[src/rtl/gateop_pkg.sv]
// Constants, register map and carrier types for the gate operator control.
// Assumes a single 50 MHz clock and one Avalon-MM register slave.
// Summary of operation
// (RL1) Open command starts the gate travelling open.
// (RL2) Close command starts the gate travelling closed.
// (RL3) Normally closed stop circuit must be made; opening it halts the motor.
// (RL4) Single-button input advances the command; a switch picks the pattern.
// (RL5) Reverse input while closing runs the gate back to fully open.
// (RL6) Open-obstruction input is honoured only while opening.
// (RL7) First obstruction: stop, back off a short distance, stop again.
// (RL8) After an obstruction stop, no auto close; wait for a new command.
// (RL9) Repeat obstruction before a limit: stop, sound alarm, lock out.
// (RL10) Close-obstruction acts the same, but only while closing.
// (RL11) Hold input at fully open keeps the gate open, blocks closing.
// (RL12) Warning output starts three seconds before motion, or only runs.
// (RL13) Motor current is compared to separate open and close thresholds.
// (RL14) Closing current over threshold counts as obstruction: stop, reverse.
// (RL15) Outside operator presses stop after each current-sense reversal.
// (RL16) Stepped: open, stop, close, stop; else open unless fully open.
// (RL17) Run timer restarts each start, 15..100 s; expiry locks out, alarm.
// (RL18) Contact inputs are synchronised and debounced before use.
package gateop_pkg;
    // ====================================================
    // Timing
    localparam int CLK_HZ = 50_000_000;
    localparam int SEC_CYC = CLK_HZ;
    localparam int DEB_MS = 10;
    localparam int DEB_CYC = CLK_HZ / 1000 * DEB_MS;
    localparam logic [6:0] PREWARN_SEC = 7'h03;
    localparam logic [6:0] BACKOFF_SEC = 7'h01;
    localparam logic [6:0] RUN_MIN_SEC = 7'h0f;
    localparam logic [6:0] RUN_MAX_SEC = 7'h64;
    // ====================================================
    // Register map (byte addresses)
    localparam logic [7:0] OFS_CTRL = 8'h00;
    localparam logic [7:0] OFS_THR_OPEN = 8'h04;
    localparam logic [7:0] OFS_THR_CLOSE = 8'h08;
    localparam logic [7:0] OFS_RUN = 8'h0c;
    localparam logic [7:0] OFS_STATUS = 8'h10;
    localparam int CTRL_WARN_BIT = 0;
    localparam int CTRL_STEP_BIT = 1;
    localparam int CTRL_AC_BIT = 2;
    localparam int CTRL_UNLOCK_BIT = 3;
    localparam int CTRL_ACSEC_LSB = 8;
    localparam logic [31:0] CTRL_MASK = 32'h00007f07;
    localparam logic [31:0] CTRL_RST = 32'h00000000;
    localparam logic [11:0] THR_RST = 12'hfff;
    localparam logic [6:0] RUN_RST = 7'h1e;
    localparam int STAT_ARMED_BIT = 8;
    localparam int STAT_PINS_LSB = 16;
    // ====================================================
    // Types
    typedef enum logic [5:0] {
        ST_IDLE = 6'h01,
        ST_WARN = 6'h02,
        ST_OPEN = 6'h04,
        ST_CLOSE = 6'h08,
        ST_BACK = 6'h10,
        ST_LOCK = 6'h20
    } gateop_state_e;
    typedef struct packed {
        logic lim_close;
        logic lim_open;
        logic hold;
        logic obst_close;
        logic obst_open;
        logic reverse;
        logic stop_ok;
        logic single;
        logic close;
        logic open;
    } gateop_pins_s;
endpackage

[src/rtl/gateop_ctrl.sv]
// Gate operator control: contact inputs, current sense, motor and alarm.
// Assumes contact pins are asynchronous and current_i is sampled on clk_i.
`timescale 1ns/1ps
module gateop_ctrl
    import gateop_pkg::*;
#(
    parameter int SEC_CYC_P = SEC_CYC,
    parameter int DEB_CYC_P = DEB_CYC
)
(
    input wire logic clk_i,              // System clock
    input wire logic reset_i,            // Async reset, active high
    input wire gateop_pins_s pins_i,     // Contact closure inputs
    input wire logic [11:0] current_i,   // Motor current sample
    input wire logic [7:0] address_i,    // Avalon byte address
    input wire logic read_i,             // Avalon read
    input wire logic write_i,            // Avalon write
    input wire logic [31:0] writedata_i, // Avalon write data
    input wire logic [3:0] byteenable_i, // Avalon byte enables
    output logic [31:0] readdata_o,      // Avalon read data
    output logic waitrequest_o,          // Avalon wait request
    output logic motor_open_o,           // Drive gate open
    output logic motor_close_o,          // Drive gate closed
    output logic alarm_o,                // Emergency alarm
    output logic warn_o                  // Strobe or warning device
);
    // ====================================================
    // Functions
    function automatic logic [9:0] agree(input logic [9:0] a,
        input logic [9:0] b, input logic [9:0] old);
        agree = (a & ~(a ^ b)) | (old & (a ^ b));
    endfunction
    function automatic logic [31:0] bmerge(input logic [31:0] old,
        input logic [31:0] nw, input logic [3:0] be);
        logic [31:0] r;
        r = old;
        for (int i = 0; i < 4; i++)
        begin
            if (be[i])
                r[i*8 +: 8] = nw[i*8 +: 8];
        end
        bmerge = r;
    endfunction

    // ====================================================
    // Input synchroniser and debounce
    logic [9:0] s1_q, s2_q, s3_q, agr_q, smp_q, deb_q, dprev_q;
    logic [19:0] dpre_q;
    wire deb_tick = (dpre_q == 20'(DEB_CYC_P - 1));
    gateop_pins_s db, rs;
    assign db = deb_q;
    assign rs = deb_q & ~dprev_q;
    always_ff @(posedge clk_i or posedge reset_i)
    begin
        if (reset_i)
        begin
            s1_q <= '0;
            s2_q <= '0;
            s3_q <= '0;
            agr_q <= '0;
        end
        else
        begin
            s1_q <= pins_i;
            s2_q <= s1_q;
            s3_q <= s2_q;
            agr_q <= agree(s2_q, s3_q, agr_q); // RL18
        end
    end

    // A level must hold over two debounce ticks to be believed
    always_ff @(posedge clk_i or posedge reset_i)
    begin
        if (reset_i)
        begin
            dpre_q <= '0;
            smp_q <= '0;
            deb_q <= '0;
            dprev_q <= '0;
        end
        else
        begin
            dpre_q <= deb_tick ? 20'h0 : dpre_q + 20'h1;
            if (deb_tick)
            begin
                smp_q <= agr_q;
                deb_q <= agree(agr_q, smp_q, deb_q); // RL18
            end
            dprev_q <= deb_q;
        end
    end

    // ====================================================
    // Registers and bus slave
    logic [31:0] ctrl_q;
    logic [11:0] thr_open_q, thr_close_q;
    logic [6:0] run_sec_q;
    logic unlock_q, wait_q;
    logic [31:0] rdata_q;
    gateop_state_e state_q, state_d;
    logic armed_q, armed_d, dir_q, dir_d;

    wire req = read_i | write_i;
    wire wr_take = write_i & ~waitrequest_o;
    wire wr_ctrl = wr_take & (address_i == OFS_CTRL);
    wire wr_thro = wr_take & (address_i == OFS_THR_OPEN);
    wire wr_thrc = wr_take & (address_i == OFS_THR_CLOSE);
    wire wr_run = wr_take & (address_i == OFS_RUN);
    wire [31:0] ctrl_new = bmerge(ctrl_q, writedata_i, byteenable_i);
    wire [31:0] thro_new = bmerge({20'h0, thr_open_q}, writedata_i,
        byteenable_i);
    wire [31:0] thrc_new = bmerge({20'h0, thr_close_q}, writedata_i,
        byteenable_i);
    wire [6:0] run_in = byteenable_i[0] ? writedata_i[6:0] : run_sec_q;
    wire [6:0] run_new = (run_in < RUN_MIN_SEC) ? RUN_MIN_SEC :
        (run_in > RUN_MAX_SEC) ? RUN_MAX_SEC : run_in;
    wire [31:0] status = {6'h0, deb_q, 7'h0, armed_q, 2'h0, state_q};
    wire [31:0] rd_mux =
        (address_i == OFS_CTRL) ? ctrl_q :
        (address_i == OFS_THR_OPEN) ? {20'h0, thr_open_q} :
        (address_i == OFS_THR_CLOSE) ? {20'h0, thr_close_q} :
        (address_i == OFS_RUN) ? {25'h0, run_sec_q} :
        (address_i == OFS_STATUS) ? status : 32'h0;
    // Seen while idle; gating on waitrequest stops a held request retrigger
    always_ff @(posedge clk_i or posedge reset_i)
    begin
        if (reset_i)
        begin
            wait_q <= 1'b1;
            rdata_q <= '0;
        end
        else
        begin
            wait_q <= ~(req & wait_q & waitrequest_o);
            if (read_i & wait_q & waitrequest_o)
                rdata_q <= rd_mux;
        end
    end
    always_ff @(posedge clk_i or posedge reset_i)
    begin
        if (reset_i)
        begin
            ctrl_q <= CTRL_RST;
            thr_open_q <= THR_RST;
            thr_close_q <= THR_RST;
            run_sec_q <= RUN_RST;
            unlock_q <= 1'b0;
        end
        else
        begin
            if (wr_ctrl)
                ctrl_q <= ctrl_new & CTRL_MASK;
            if (wr_thro)
                thr_open_q <= thro_new[11:0];
            if (wr_thrc)
                thr_close_q <= thrc_new[11:0];
            if (wr_run)
                run_sec_q <= run_new; // RL17
            unlock_q <= wr_ctrl & byteenable_i[0]
                & writedata_i[CTRL_UNLOCK_BIT];
        end
    end

    // ====================================================
    // Command decode
    logic [1:0] step_q;
    logic [25:0] spre_q;
    logic [6:0] sec_q;
    wire warn_mode = ctrl_q[CTRL_WARN_BIT];
    wire stepped = ctrl_q[CTRL_STEP_BIT];
    wire [6:0] ac_sec = ctrl_q[CTRL_ACSEC_LSB +: 7];
    wire sb_open = rs.single & (stepped ? (step_q == 2'h0)
        : ~db.lim_open); // RL16
    wire sb_close = rs.single & (stepped ? (step_q == 2'h2)
        : db.lim_open); // RL16
    wire sb_stop = rs.single & stepped & step_q[0]; // RL16
    wire hold_open = db.hold & db.lim_open; // RL11
    wire open_ev = rs.open | sb_open;
    wire close_ev = (rs.close | sb_close) & ~hold_open; // RL11
    wire over_o = current_i > thr_open_q; // RL13
    wire over_c = current_i > thr_close_q; // RL13
    wire obst_o = db.obst_open | over_o; // RL6
    wire obst_c = db.obst_close | over_c; // RL10 RL14
    wire run_exp = sec_q >= run_sec_q; // RL17
    wire ac_go = ctrl_q[CTRL_AC_BIT] & ~armed_q & db.lim_open
        & ~db.hold & ~db.reverse & ~db.obst_open & ~db.obst_close
        & (sec_q >= ac_sec); // RL8
    wire run_dir = open_ev | ~(close_ev | ac_go);
    wire start = open_ev | close_ev | ac_go;

    // ====================================================
    // Motion state machine
    always_comb
    begin
        state_d = state_q;
        armed_d = armed_q;
        dir_d = dir_q;
        case (state_q)
            ST_IDLE:
            begin
                if (start)
                begin
                    dir_d = run_dir;
                    state_d = warn_mode ? ST_WARN
                        : (run_dir ? ST_OPEN : ST_CLOSE); // RL1 RL2 RL12
                end
            end
            ST_WARN:
            begin
                if (sb_stop)
                    state_d = ST_IDLE;
                else if (sec_q >= PREWARN_SEC)
                    state_d = dir_q ? ST_OPEN : ST_CLOSE; // RL12
            end
            ST_OPEN:
            begin
                if (obst_o)
                begin
                    state_d = armed_q ? ST_LOCK : ST_BACK; // RL7 RL9
                    armed_d = 1'b1; // RL8
                    dir_d = 1'b0;
                end
                else if (db.lim_open)
                begin
                    state_d = ST_IDLE;
                    armed_d = 1'b0;
                end
                else if (run_exp)
                    state_d = ST_LOCK; // RL17
                else if (close_ev)
                    state_d = ST_CLOSE; // RL2
                else if (sb_stop)
                    state_d = ST_IDLE;
            end
            ST_CLOSE:
            begin
                if (obst_c)
                begin
                    state_d = armed_q ? ST_LOCK : ST_BACK; // RL10 RL14
                    armed_d = 1'b1; // RL8
                    dir_d = 1'b1;
                end
                else if (db.reverse | open_ev)
                    state_d = ST_OPEN; // RL5 RL1
                else if (db.lim_close)
                begin
                    state_d = ST_IDLE;
                    armed_d = 1'b0;
                end
                else if (run_exp)
                    state_d = ST_LOCK; // RL17
                else if (sb_stop)
                    state_d = ST_IDLE;
            end
            ST_BACK:
            begin
                if (sec_q >= BACKOFF_SEC)
                    state_d = ST_IDLE; // RL7
            end
            ST_LOCK:
            begin
                if (unlock_q)
                begin
                    state_d = ST_IDLE;
                    armed_d = 1'b0;
                end
            end
            default:
                state_d = ST_IDLE;
        endcase
        // Broken stop loop overrides every motion, but not the lockout
        if (!db.stop_ok && state_d != ST_LOCK)
            state_d = ST_IDLE; // RL3
    end

    // Second counter restarts on every state change, so every motor
    // start also restarts the run timer
    always_ff @(posedge clk_i or posedge reset_i)
    begin
        if (reset_i)
        begin
            state_q <= ST_IDLE;
            armed_q <= 1'b0;
            dir_q <= 1'b1;
            step_q <= 2'h0;
            spre_q <= '0;
            sec_q <= '0;
        end
        else
        begin
            state_q <= state_d;
            armed_q <= armed_d;
            dir_q <= dir_d;
            if (rs.single & stepped)
                step_q <= step_q + 2'h1; // RL4
            if (state_d != state_q)
            begin
                spre_q <= '0;
                sec_q <= '0;
            end
            else if (spre_q == 26'(SEC_CYC_P - 1))
            begin
                spre_q <= '0;
                if (sec_q != 7'h7f)
                    sec_q <= sec_q + 7'h1;
            end
            else
                spre_q <= spre_q + 26'h1;
        end
    end

    // ====================================================
    // Outputs
    wire back_open = (state_d == ST_BACK) & dir_d;
    wire back_close = (state_d == ST_BACK) & ~dir_d;
    wire run_d = (state_d == ST_OPEN) | (state_d == ST_CLOSE)
        | (state_d == ST_BACK);
    always_ff @(posedge clk_i or posedge reset_i)
    begin
        if (reset_i)
        begin
            motor_open_o <= 1'b0;
            motor_close_o <= 1'b0;
            alarm_o <= 1'b0;
            warn_o <= 1'b0;
            readdata_o <= '0;
            waitrequest_o <= 1'b1;
        end
        else
        begin
            motor_open_o <= (state_d == ST_OPEN) | back_open;
            motor_close_o <= (state_d == ST_CLOSE) | back_close;
            alarm_o <= (state_d == ST_LOCK); // RL9 RL17
            warn_o <= run_d | (state_d == ST_WARN); // RL12
            readdata_o <= rdata_q;
            waitrequest_o <= wait_q;
        end
    end
endmodule

[config.mk]
export PLATFORM = sky130hd
export DESIGN_NAME = gateop_ctrl
export DESIGN_NICKNAME = d
export VERILOG_FILES = /design/src/rtl/gateop_pkg.sv /design/src/rtl/gateop_ctrl.sv
export SDC_FILE = /design/constraint.sdc
export NUM_CORES = 1
export LEC_CHECK = 0
export BUFFER_PORTS_ARGS = -buffer_cell sky130_fd_sc_hd__buf_2
export CAP_MARGIN = 20
export CORE_UTILIZATION = 45
export DETAILED_ROUTE_END_ITERATION = 7
export HOLD_SLACK_MARGIN = 0.12
export PLACE_DENSITY = 0.69
export RECOVER_POWER = 25
export SETUP_SLACK_MARGIN = 0.05
export SYNTH_ARGS = -nofsm -noshare
export SYNTH_HDL_FRONTEND = slang
export SYNTH_SLANG_ARGS = --single-unit
export TNS_END_PERCENT = 30
[constraint.sdc]
create_clock -name clk_i -period 8.8 [get_ports clk_i]
set_input_delay 0.88 -clock clk_i [delete_from_list [all_inputs] [get_ports clk_i]]
set_output_delay 0.88 -clock clk_i [all_outputs]
set_load 0.01 [all_outputs]
* Word-level counts from Yosys, hierarchy flattened
Index checks and enable logic that the tools add are counted.
Word-level totals: bits in registers 238, bits of input ports 70, output and inout bits 37, word-level logic and storage cells 193
Cells by class: $add $sub $neg 4, $lt $le $gt $ge 8, equality and inequality tests 25, mux-type cells 47, bitwise gates (word level) 64, reduce and logical (&&, ||, !) cells 15
Operators by type and width (number):
- $mux 26 | 7
- $mux 6 | 16
- $mux 7 | 6
- $and 10x10->10 | 4
- $pmux 6 s6 | 1
- $add 26x1->26 const B | 1
- $and 1x1->1 | 26
- $eq 26x26->1 const B | 1
- $gt 12x12->1 | 2
- $add 20x1->20 const B | 1
- $eq 20x19->1 const B | 1
- $mux 20 | 1
- $not 10->10 | 2
- $or 10x10->10 | 2
- $xor 10x10->10 | 2
- $eq 8x4->1 const B | 2
- $or 1x1->1 | 15
- $ge 7x7->1 | 2
- $reduce_and 2->1 | 7
- $eq 6x2->1 const B | 2
- $eq 6x3->1 const B | 2
- $eq 6x4->1 const B | 2
- $eq 6x5->1 const B | 2
- $eq 6x6->1 const B | 2
- other kinds (28) | 54

* Logic depth before layout (Yosys ltp)
Gate-level depths: netlist (run 1).
depth in word-level cells 22, depth in mapped cells 12, mapped depth without buffers 11

* Worst setup path after synthesis (run 1)
No wires, ideal clock.
path type input port to flip-flop, from input current_i[1], to register sec_q[0], arrival 2.927 ns, slack 5.743 ns, cell stages on the path 10, path buffers 1, path through ha_1 > nor2b_1 > o211ai_1 > a211oi_1 > o41a_1 > nor2_1 > o211ai_1 > a31oi_2 > buf_2 > nor4_2
Between the ends: word-level cells in the longest chain between the ends 10, elaborated cells on any way between the ends 15
Ends and longest elaborated chain:
- from (decl) | line gateop_ctrl.sv:14 | input wire logic [11:0] current_i,
- $gt 12x12->1 (on tied branches) | line gateop_ctrl.sv:181, gateop_ctrl.sv:180
- $or 1x1->1 (on tied branches) | line gateop_ctrl.sv:183, gateop_ctrl.sv:182
- $mux 6 (on tied branches) | line gateop_ctrl.sv:237, gateop_ctrl.sv:217
- $pmux 6 s6 (*) | line gateop_ctrl.sv:198 | case (state_q)
- $ne 6x6->1 | line gateop_ctrl.sv:272 | if (!db.stop_ok && state_d != ST_LOCK)
- $logic_and 1x1->1 | line gateop_ctrl.sv:272
- $mux 6 (*) | line gateop_ctrl.sv:272
- $ne 6x6->1 (*) | line gateop_ctrl.sv:296 | if (state_d != state_q)
- $reduce_bool 2->1 (no line)
- $reduce_and 2->1 (no line)
- to (signal assigned) | line gateop_ctrl.sv:305 | sec_q <= sec_q + 7'h1;
- to (decl) | line gateop_ctrl.sv:168 | logic [6:0] sec_q;
Mark *: on every way between the ends. The rest lies on a longest branch, timed or not. A chain may end at the register's enable or synchronous reset.

==> results of run 1 <==
==> worst max-delay path, stage by stage <==
cell and delay (ps):
buf_2 100, clkinvlp_2 3440, buf_4 1160
==> flip-flops by register name, indices dropped and copies added, names as in the netlist, 10 cells and up, named ones only <==
name,flops
thr_open_q,12
s2_q,10
dpre_q,20
s1_q,10
smp_q,10
thr_close_q,12
s3_q,10
readdata_o,25
spre_q,26
rdata_q,25
ctrl_q,10
==> through the flow <==
stage / instance area (um^2) / std cells / util, % / hold WS, ps / setup WS (ps)
after detailed placement: 11500 / 1397 / 48.8 / 336 / 4780
final: 12400 / 1442 / 52.3 / 346 / 3640
after global routing: 12400 / 1442 / 52.3 / 352 / 2500
after global placement: 11500 / 1397 / 48.8 / 332 / 4760
after CTS: 12400 / 1442 / 52.4 / 351 / 5160
after floorplan: 10900 / 1044 / - / 331 / 1840
==> worst max path at each step <==
| stage | startpoint | end | depth (start not counted) |
|---|---|---|---|
| after floorplan | reset_i | async pin | 1 |
| after global placement | current_i[10] | spre_q[0] | 10 |
| after detailed placement | current_i[10] | spre_q[25] | 10 |
| after CTS | thr_close_q[10] | spre_q[5] | 10 |
| after global routing | reset_i | dpre_q[0] | 3 |
| final | reset_i | dpre_q[0] | 3 |
==> layer usage <==
layer | vias to the layer above | GRT usage [%] | wire (um)
met2 | 161 | 33.3 | 11100
li1 | 3783 | - | -
met1 | 3805 | 26.6 | 11100
met5 | - | 0 | 0
met4 | 0 | 5.36 | 513
met3 | 40 | 2.71 | 927
==> power by group through the flow <==
stage	sequential [W]	combinational (W)	clock (W)
floorplan	0.00109	0.0000770	0
global placement	0.00109	0.000116	0
detailed placement	0.00109	0.000118	0
CTS	0.00108	0.000119	0.00106
global route	0.00108	0.000133	0.00110
finish	0.00107	0.000116	0.00104
==> area by class of cell <==
| class | count | share of cell area, % |
|---|---|---|
| clock inverter | 6 | 0.496 |
| clock buffer | 39 | 6.22 |
| sequential | 224 | 45.7 |
| multi-input combinational | 710 | 39.0 |
| tap | 319 | 3.23 |
| timing repair buffer | 85 | 3.54 |
| inverter | 59 | 1.80 |
==> synthesized netlist by cell type (3+ instances only) <==
cell type	instances
or4_1	3
a21o_1	4
a221oi_1	3
and3_1	14
nand4_1	22
nor2_1	70
buf_2	10
maj3_1	10
a21oi_1	56
nor3_1	11
o211ai_1	7
a222oi_1	3
nand2b_1	16
o22a_1	4
o21bai_1	4
inv_1	58
clkbuf_1	28
nor4b_1	5
o31ai_1	9
nor2b_1	7
xor2_1	24
nor3_2	3
nand3_1	38
nor4_2	31
and2_1	4
mux2_2	32
dfrtp_1	192
xnor2_1	22
nand2_1	119
buf_4	9
mux2i_1	7
o41ai_1	3
a211oi_1	4
o21ai_0	59
dfstp_2	32
or3_1	11
buf_6	3
and4_1	3
nor4_1	8
a31oi_1	3
ha_1	44
==> logic make-up (layout without fill, tap and decap cells) <==
family | after synthesis | in the layout | synth area share, %
AOI/OAI and AO/OA | 185 | 185 | 10.8
xor gates and xnor gates | 46 | 46 | 3.70
adders and majority gates | 54 | 54 | 5.97
buffers and inverters | 110 | 189 | 4.42
DFF | 224 | 224 | 51.8
muxes | 40 | 40 | 4.05
other | 1 | 7 | 0.0344
and+or+nand+nor | 378 | 378 | 19.2
==> flow_summary.toml, run 1 <==
[setup_path]
reg2reg_slack_ps = 5110
rr_worst_depth = 10
worst-path-max-fanout = 145
end_kind = "async pin"
critPathRequiredTime_ps = 9310
timing.rr.start = "thr_close_q[10]"
critPathKind = "input port to async pin"
arrival_ps = 5670
worst_r2r_endpoint = "spre_q[5]"
startpoint_type = "input port"

[status]
outcome = "complete, but fails checks"
violations = "capacitance limit, slew limit"

[timing]
slew_violations = 146
rsz0062_at_grt = "false"
fin_skew_ps = 9.25
max_freq_ghz = 0.194
worst_pin_slew_ps = 6260
fin_crit_sh_pct = 58.6
setup_viol = 0
period_needed_ps = 5160
hold_viol_final = 0
relSlewSlack_pct = -319
tns_ps = 0

[finish]
drive_gt1_share_pct = 21.1
nNetsFinal = 1219
seqCellArea_um2 = 5650
mostFrequentLayoutCells = "dfrtp_1, nand2_1, buf_2"
syn2layout_area_growth_pct = 13.4
fillers = 2137
final_common_cell = "dfrtp_1"
antenna_cells = 0
multi_input_area_um2 = 4820

[logic_synthesis]
yosys.area.top_type = "dfrtp_1"
synth_area_per_cell_um2 = 10.5
synthArstFlopShare_pct = 100
yosysSeqAreaShare_pct = 51.8
ys.flop_type = "dfrtp_1"
ys_top_cells_by_area = "dfrtp_1, dfstp_2, ha_1, nand2_1, nor4_2"
syn_area_um2 = 10900
synthDominantCellAreaShare_pct = 44.1
ys_types = 76
syn_inst = 1038
synth-seq-cells = 224
yosysWarnings = 0
synth_enable_flop_cells = 0

[clocking]
clk_pin_slew_worst_paths_ps = 60
cts_resized = 0
cts.sinks = 224
numCtsBuffers = 25
ctsHoldBuffers = 0
root_buffer = "clkbuf_16"
clkLatencyLatePin_ps = 520
cts_tree = "built"
cts_max_path_buffers = 3
htreeDepth = 1
post_cts_buffers = 0

[routing]
postRouteAntennaNets = 0
vias = 7789
wl_mm = 23.6
drc_errors = 0
dr.pass1.iters = 5
drt_iter0_drc = 521
routedWlPerCell_um = 16.4
via_per_inst = 5.40

[pwr]
power.density_nw_per_um2 = 180
p_sw_share_pct = 22.8
p_total_w = 0.00223
p_int_w = 0.00172
seqPwrFrac_pct = 48.3
power.switching_w = 0.000507
leakage_nw = 5.56
clkPwrFrac_pct = 46.5
combPwrFrac_pct = 5.2
peakVddDrop_mv = 0.150

[floorplanning]
die_w_um = 158
initial_utilization_pct = 46.1
die_h_um = 158
dieArea_um2 = 24800
rows = 56
io_pins = 107
fp.coreArea_um2 = 23600

[global_routing]
grt_start_max_net_pins = 146
antenna_found_initial = 0
grt.overflow.total = 0
first_global_vias = 7653
grt_pass1_wl_mm = 38.8
gr-usage-all-layers_pct = 19.7

[placed_design]
place_hpwl_mm = 16.7
routabilityCongestion = 0.909
portBuffers = 80

[hold_path]
holdCritStartpoint = "s1_q[2]"
whs_endpoint = "s2_q[2]"
hp-class = "register to register"
hold_depth = 0

[run]
cap_violations = 1
Power figures use the tool's default switching activity.
==> inputs of run 2 (changes only) <==
PLACE_DENSITY = 0.72   (was 0.69)
clock period = 4.2 ns   (was 8.8 ns; I/O delays follow)
==> run 2 against run 1 <==
The flow now finishes without violations. Register-to-register slack worse by 4300 ps. Flip-flop and latch count stayed put. Clock skew is 1.4 ps higher. Die area stayed put. Worst hold slack worse by 220 ps. Sequential share of layout area is 0.51 points lower. First-iteration DRC count is 6.7% lower. Utilization is 0.59 points higher. Global-route usage is 0.37 points higher. Design area is 1.1% higher. Power is 110% higher. Critical path type is now register to register. Critical endpoint is now spre_q[0]. Largest cell class unchanged.
==> flow_summary.toml, run 2 (synthesis results as in run 1) <==
[clocking]
clk_pin_slew_worst_paths_ps = 60
post_cts_buffers = 0
htreeDepth = 1
root_buffer = "clkbuf_16"
cts_resized = 0
ctsHoldBuffers = 12
cts.sinks = 224
cts_max_path_buffers = 3
cts_tree = "built"
clkLatencyLatePin_ps = 530
numCtsBuffers = 24

[placed_design]
place_hpwl_mm = 16.7
portBuffers = 80
routabilityCongestion = 0.948

[run]
cap_violations = 0

[setup_path]
crit_path_top_delay_cell = "dfstp_2"
arrival_ps = 3780
critPathKind = "register to register"
end_kind = "register"
startpoint_type = "register"
crit_family = "compound AO/OA/AOI/OAI gates"
cpPeakStageDelay_ps = 550
critPathRequiredTime_ps = 4620
worst-path-max-fanout = 33
critPathBufInv = 2
path_cells = "inv_1 -> ha_1 -> a21o_1 -> a31oi_1 -> o21ai_0 -> or3_1 -> o31ai_1 -> o311a_1 -> o221ai_4 -> buf_4 -> nor4b_1"

[finish]
antenna_cells = 0
syn2layout_area_growth_pct = 14.7
nNetsFinal = 1234
mostFrequentLayoutCells = "dfrtp_1, nand2_1, buf_2"
top_register = "spre_q"
reg.largest.list = "spre_q x26, rdata_q x25, readdata_o x25"
drive_gt1_share_pct = 21.1
final_common_cell = "dfrtp_1"
fillers = 2114
largest_reg_flops = 26

[global_routing]
first_global_vias = 7907
grt.overflow.total = 0
grt_pass1_wl_mm = 39.7
grt_start_max_net_pins = 158
gr-usage-all-layers_pct = 20.1
antenna_found_initial = 0

[timing]
relSlewSlack_pct = 43.3
tns_ps = 0
max_freq_ghz = 0.298
fin_skew_ps = 10.6
period_needed_ps = 3360
rsz0062_at_grt = "false"
slew_violations = 0
hold_slack_ps = 127
worst_pin_slew_ps = 850
fin_crit_sh_pct = 79.9
hold_viol_final = 0
setup_viol = 0

[floorplanning]
die_h_um = 158
die_w_um = 158
rows = 56
fp.coreArea_um2 = 23600
dieArea_um2 = 24800
io_pins = 107
initial_utilization_pct = 46.1

[routing]
vias = 7995
drc_errors = 0
wl_mm = 24.0
postRouteAntennaNets = 0
via_per_inst = 5.49
routedWlPerCell_um = 16.4
dr.pass1.iters = 6
drt_iter0_drc = 486

[hold_path]
hp-class = "input port to register"

[pwr]
p_total_w = 0.00465
leakage_nw = 5.60
peakVddDrop_mv = 0.363
power.density_nw_per_um2 = 372

[status]
outcome = "finished clean"
## run 2: cell types whose count changed in the layout (fill, tap and decap cells not counted), sizes merged
cell | previous run | this run
buf | 85 | 89
bufinv | 1 | 2
clkbuf | 39 | 33
clkinv | 3 | 5
clkinvlp | 2 | 5
dlygate4sd3 | 0 | 12
inv | 59 | 58
## run 2: path summary, 6_finish.rpt
kind	depth (start not counted)	slack (ps)	to	startpoint
min in group asynchronous	3	150	readdata_o[12]	reset_i
hold reg to reg	0	340	s2_q[9]	s1_q[9]
hold / removal	3	130	thr_open_q[7]	writedata_i[7]
setup / recovery	11	840	spre_q[0]	run_sec_q[2]
setup reg to reg	11	840	spre_q[0]	run_sec_q[2]
max in group asynchronous	3	3400	spre_q[12]	reset_i
## run 2: area by class of cell
| cell class | count | area, um^2 | area share [%] |
|---|---|---|---|
| flip-flops and latches | 224 | 5650 | 45.2 |
| multi-input cells | 710 | 4820 | 38.6 |
| clock buffers | 33 | 684 | 5.48 |
| repair buffers | 101 | 601 | 4.81 |
| well taps | 319 | 399 | 3.19 |
| inverters | 59 | 223 | 1.78 |
| clock inverters | 11 | 126 | 1.01 |
## run 2: worst register-to-register path, delay by kind of cell (launching register included)
| family | cells | cell delay [ps] |
|---|---|---|
| adder cells (fa/ha/maj) | 1 | 310 |
| AND/OR/NAND/NOR | 2 | 790 |
| buffers and inverters | 2 | 360 |
| flip-flops | 1 | 550 |
| AO/OA/AOI/OAI | 6 | 1230 |
## run 2: per-stage QoR
| stage | utilization, % | instance area (um^2) | cells | setup slack (ps) |
|---|---|---|---|---|
| finish | 52.9 | 12500 | 1457 | 843 |
| global placement | 49.0 | 11600 | 1401 | 925 |
| detailed placement | 49.0 | 11600 | 1401 | 879 |
| global route | 52.9 | 12500 | 1457 | 605 |
| CTS | 52.9 | 12500 | 1457 | 863 |
| floorplan | - | 10900 | 1044 | 882 |
## run 2: per-layer routing
| metal | GRT usage, % | vias up | share of wire (%) |
|---|---|---|---|
| li1 | - | 3809 | - |
| met1 | 26.8 | 3908 | 44 |
| met2 | 33.6 | 227 | 48 |
| met3 | 3.07 | 51 | 5.2 |
| met4 | 6.38 | 0 | 2.5 |
| met5 | 0 | - | 0 |
## run 2: where the power goes
| group | switching, W | internal (W) | leakage [nW] | total [W] |
|---|---|---|---|---|
| Sequential | 0.0000331 | 0.00222 | 2.89 | 0.00225 |
| Combinational | 0.000176 | 0.0000893 | 2.32 | 0.000266 |
| Clock | 0.000870 | 0.00127 | 0.388 | 0.00214 |
| Total | 0.00108 | 0.00357 | 5.60 | 0.00465 |
==> inputs of run 3 (changes only) <==
clock period = 2.9 ns   (was 4.2 ns; I/O delays follow)
==> run 3 against run 2 <==
The run now ends with capacitance limit, slew limit, setup timing left. Sequential share of layout area shrank 4.2 points. Register-to-register slack worse by 1100 ps. Worst hold slack better by 93 ps. Flip-flop and latch count did not move. Largest cell class unchanged. Clock-buffer cell count is the same. Cell count up 6.0%. First-iteration DRC count rose by 3.3%. Clock power is 56% higher. Via count up 4.9%. Die area stayed put. Largest power group is now the clock network. Power rose by 51%. Worst setup slack lost 1100 ps.
==> flow_summary.toml, run 3 (synthesis results as in run 1) <==
[floorplanning]
die_w_um = 158
dieArea_um2 = 24800
rows = 56
io_pins = 107
die_h_um = 158
fp.coreArea_um2 = 23600
initial_utilization_pct = 46.1

[placed_design]
portBuffers = 80
routabilityCongestion = 0.885
dpl_worst_slack_ps = -256
place_hpwl_mm = 17.8
placed_area_um2 = 12100

[finish]
antenna_cells = 0
seqCellArea_um2 = 5650
fillers = 1952
top_register = "spre_q"
drive_gt1_share_pct = 28.1
final_common_cell = "dfrtp_1"
largest_reg_flops = 26
nNetsFinal = 1322
multi_input_area_um2 = 5140
reg.largest.list = "spre_q x26, rdata_q x25, readdata_o x25"
syn2layout_area_growth_pct = 26.3
mostFrequentLayoutCells = "dfrtp_1, nand2_1, buf_2"
design_area_um2 = 13800

[routing]
via_per_inst = 5.43
routedWlPerCell_um = 17.0
vias = 8387
dr.pass1.iters = 5
drt_iter0_drc = 502
wl_mm = 26.2
drc_errors = 0
postRouteAntennaNets = 0

[clocking]
numCtsBuffers = 24
clk_pin_slew_worst_paths_ps = 60
root_buffer = "clkbuf_16"
cts.sinks = 224
cts_tree = "built"
cts_max_path_buffers = 3
clkLatencyLatePin_ps = 530
htreeDepth = 1

[timing]
hold_viol_final = 0
hold_slack_ps = 220
fin_crit_sh_pct = 107
max_freq_ghz = 0.321
timing.final.ws_setup_ps = -214
setup_viol = 34
worst_pin_slew_ps = 2210
fin_skew_ps = 9.18
relSlewSlack_pct = -47.6
slew_violations = 107
rsz0062_at_grt = "true"
period_needed_ps = 3110
tns_ps = -5530

[global_routing]
first_global_vias = 8450
gr-usage-all-layers_pct = 22.1
antenna_found_initial = 0
grt_start_max_net_pins = 119
grt_pass1_wl_mm = 42.8
grt.overflow.total = 0

[status]
outcome = "complete, but fails checks"
violations = "capacitance limit, slew limit, setup timing"

[setup_path]
critPathRequiredTime_ps = 3330
arrival_ps = 3540
worst-path-max-fanout = 8
end_kind = "register"
critPathKind = "register to register"
startpoint_type = "register"

[pwr]
p_total_w = 0.00703
peakVddDrop_mv = 0.463
leakage_nw = 6.12
power.density_nw_per_um2 = 511

[run]
cap_violations = 1

[hold_path]
hp-class = "input port to register"
## run 3: cell type report
cell class                      count  share of cell area [%]
Sequential cell                   224                    41.0
Multi-Input combinational cell    710                    37.3
Timing Repair Buffer              189                    10.8
Clock buffer                       33                    4.90
Tap cell                          319                    2.90
Inverter                           59                    1.64
Clock inverter                     11                    1.41
## run 3: timing repair
action / 4_1_cts / 5_1_grt
buffers inserted: 9 / 1
endpoints found under the setup margin: 33 / 36
resized for setup: 43 / 17
pin swaps: 33 / 8
gates cloned: 5 / 0
endpoints found under the hold margin: 239 / 0
hold buffers: 28 / 0
## run 3: metrics by stage
stage	instances	util, %
2_1_floorplan	1044	-
3_3_place_gp	1458	51.1
3_5_place_dp	1458	51.1
4_1_cts	1544	57.9
5_1_grt	1545	58.3
6_report	1545	58.3
## run 3: per-layer routing
metal,up-vias,part of all wire (%),track usage [%]
met5,-,0,0
met2,217,50,38.4
met3,44,5.0,3.67
met4,0,2.5,6.24
li1,4004,-,-
met1,4122,43,28.4
## run 3: final timing paths
path | startpoint | slack [ps] | end | depth (start not counted)
max in group asynchronous | reset_i | 380 | dpre_q[16] | 4
min in group asynchronous | reset_i | 490 | readdata_o[0] | 4
hold / removal | byteenable_i[0] | 220 | run_sec_q[2] | 3
setup / recovery | thr_open_q[1] | -210 | spre_q[6] | 14
setup reg to reg | thr_open_q[1] | -210 | spre_q[6] | 14
hold reg to reg | s1_q[5] | 340 | s2_q[5] | 0
## run 3: report_power, final
group          total, W  internal [W]  switching, W
clock           0.00333       0.00207       0.00126
combinational  0.000445      0.000166      0.000279
sequential      0.00326       0.00321     0.0000468
total           0.00703       0.00545       0.00158
## run 3: worst max-delay path: stages, from the launching register on
cell and delay [ps]:
dfstp_2 540, inv_2 50, ha_4 250, nor2b_1 120, o211ai_1 120, a211oi_2 260, o41a_1 320, buf_4 190
nor2_4 40, o211ai_1 220, buf_4 170, a31oi_4 140, buf_6 170, buf_12 140, nor4_4 270
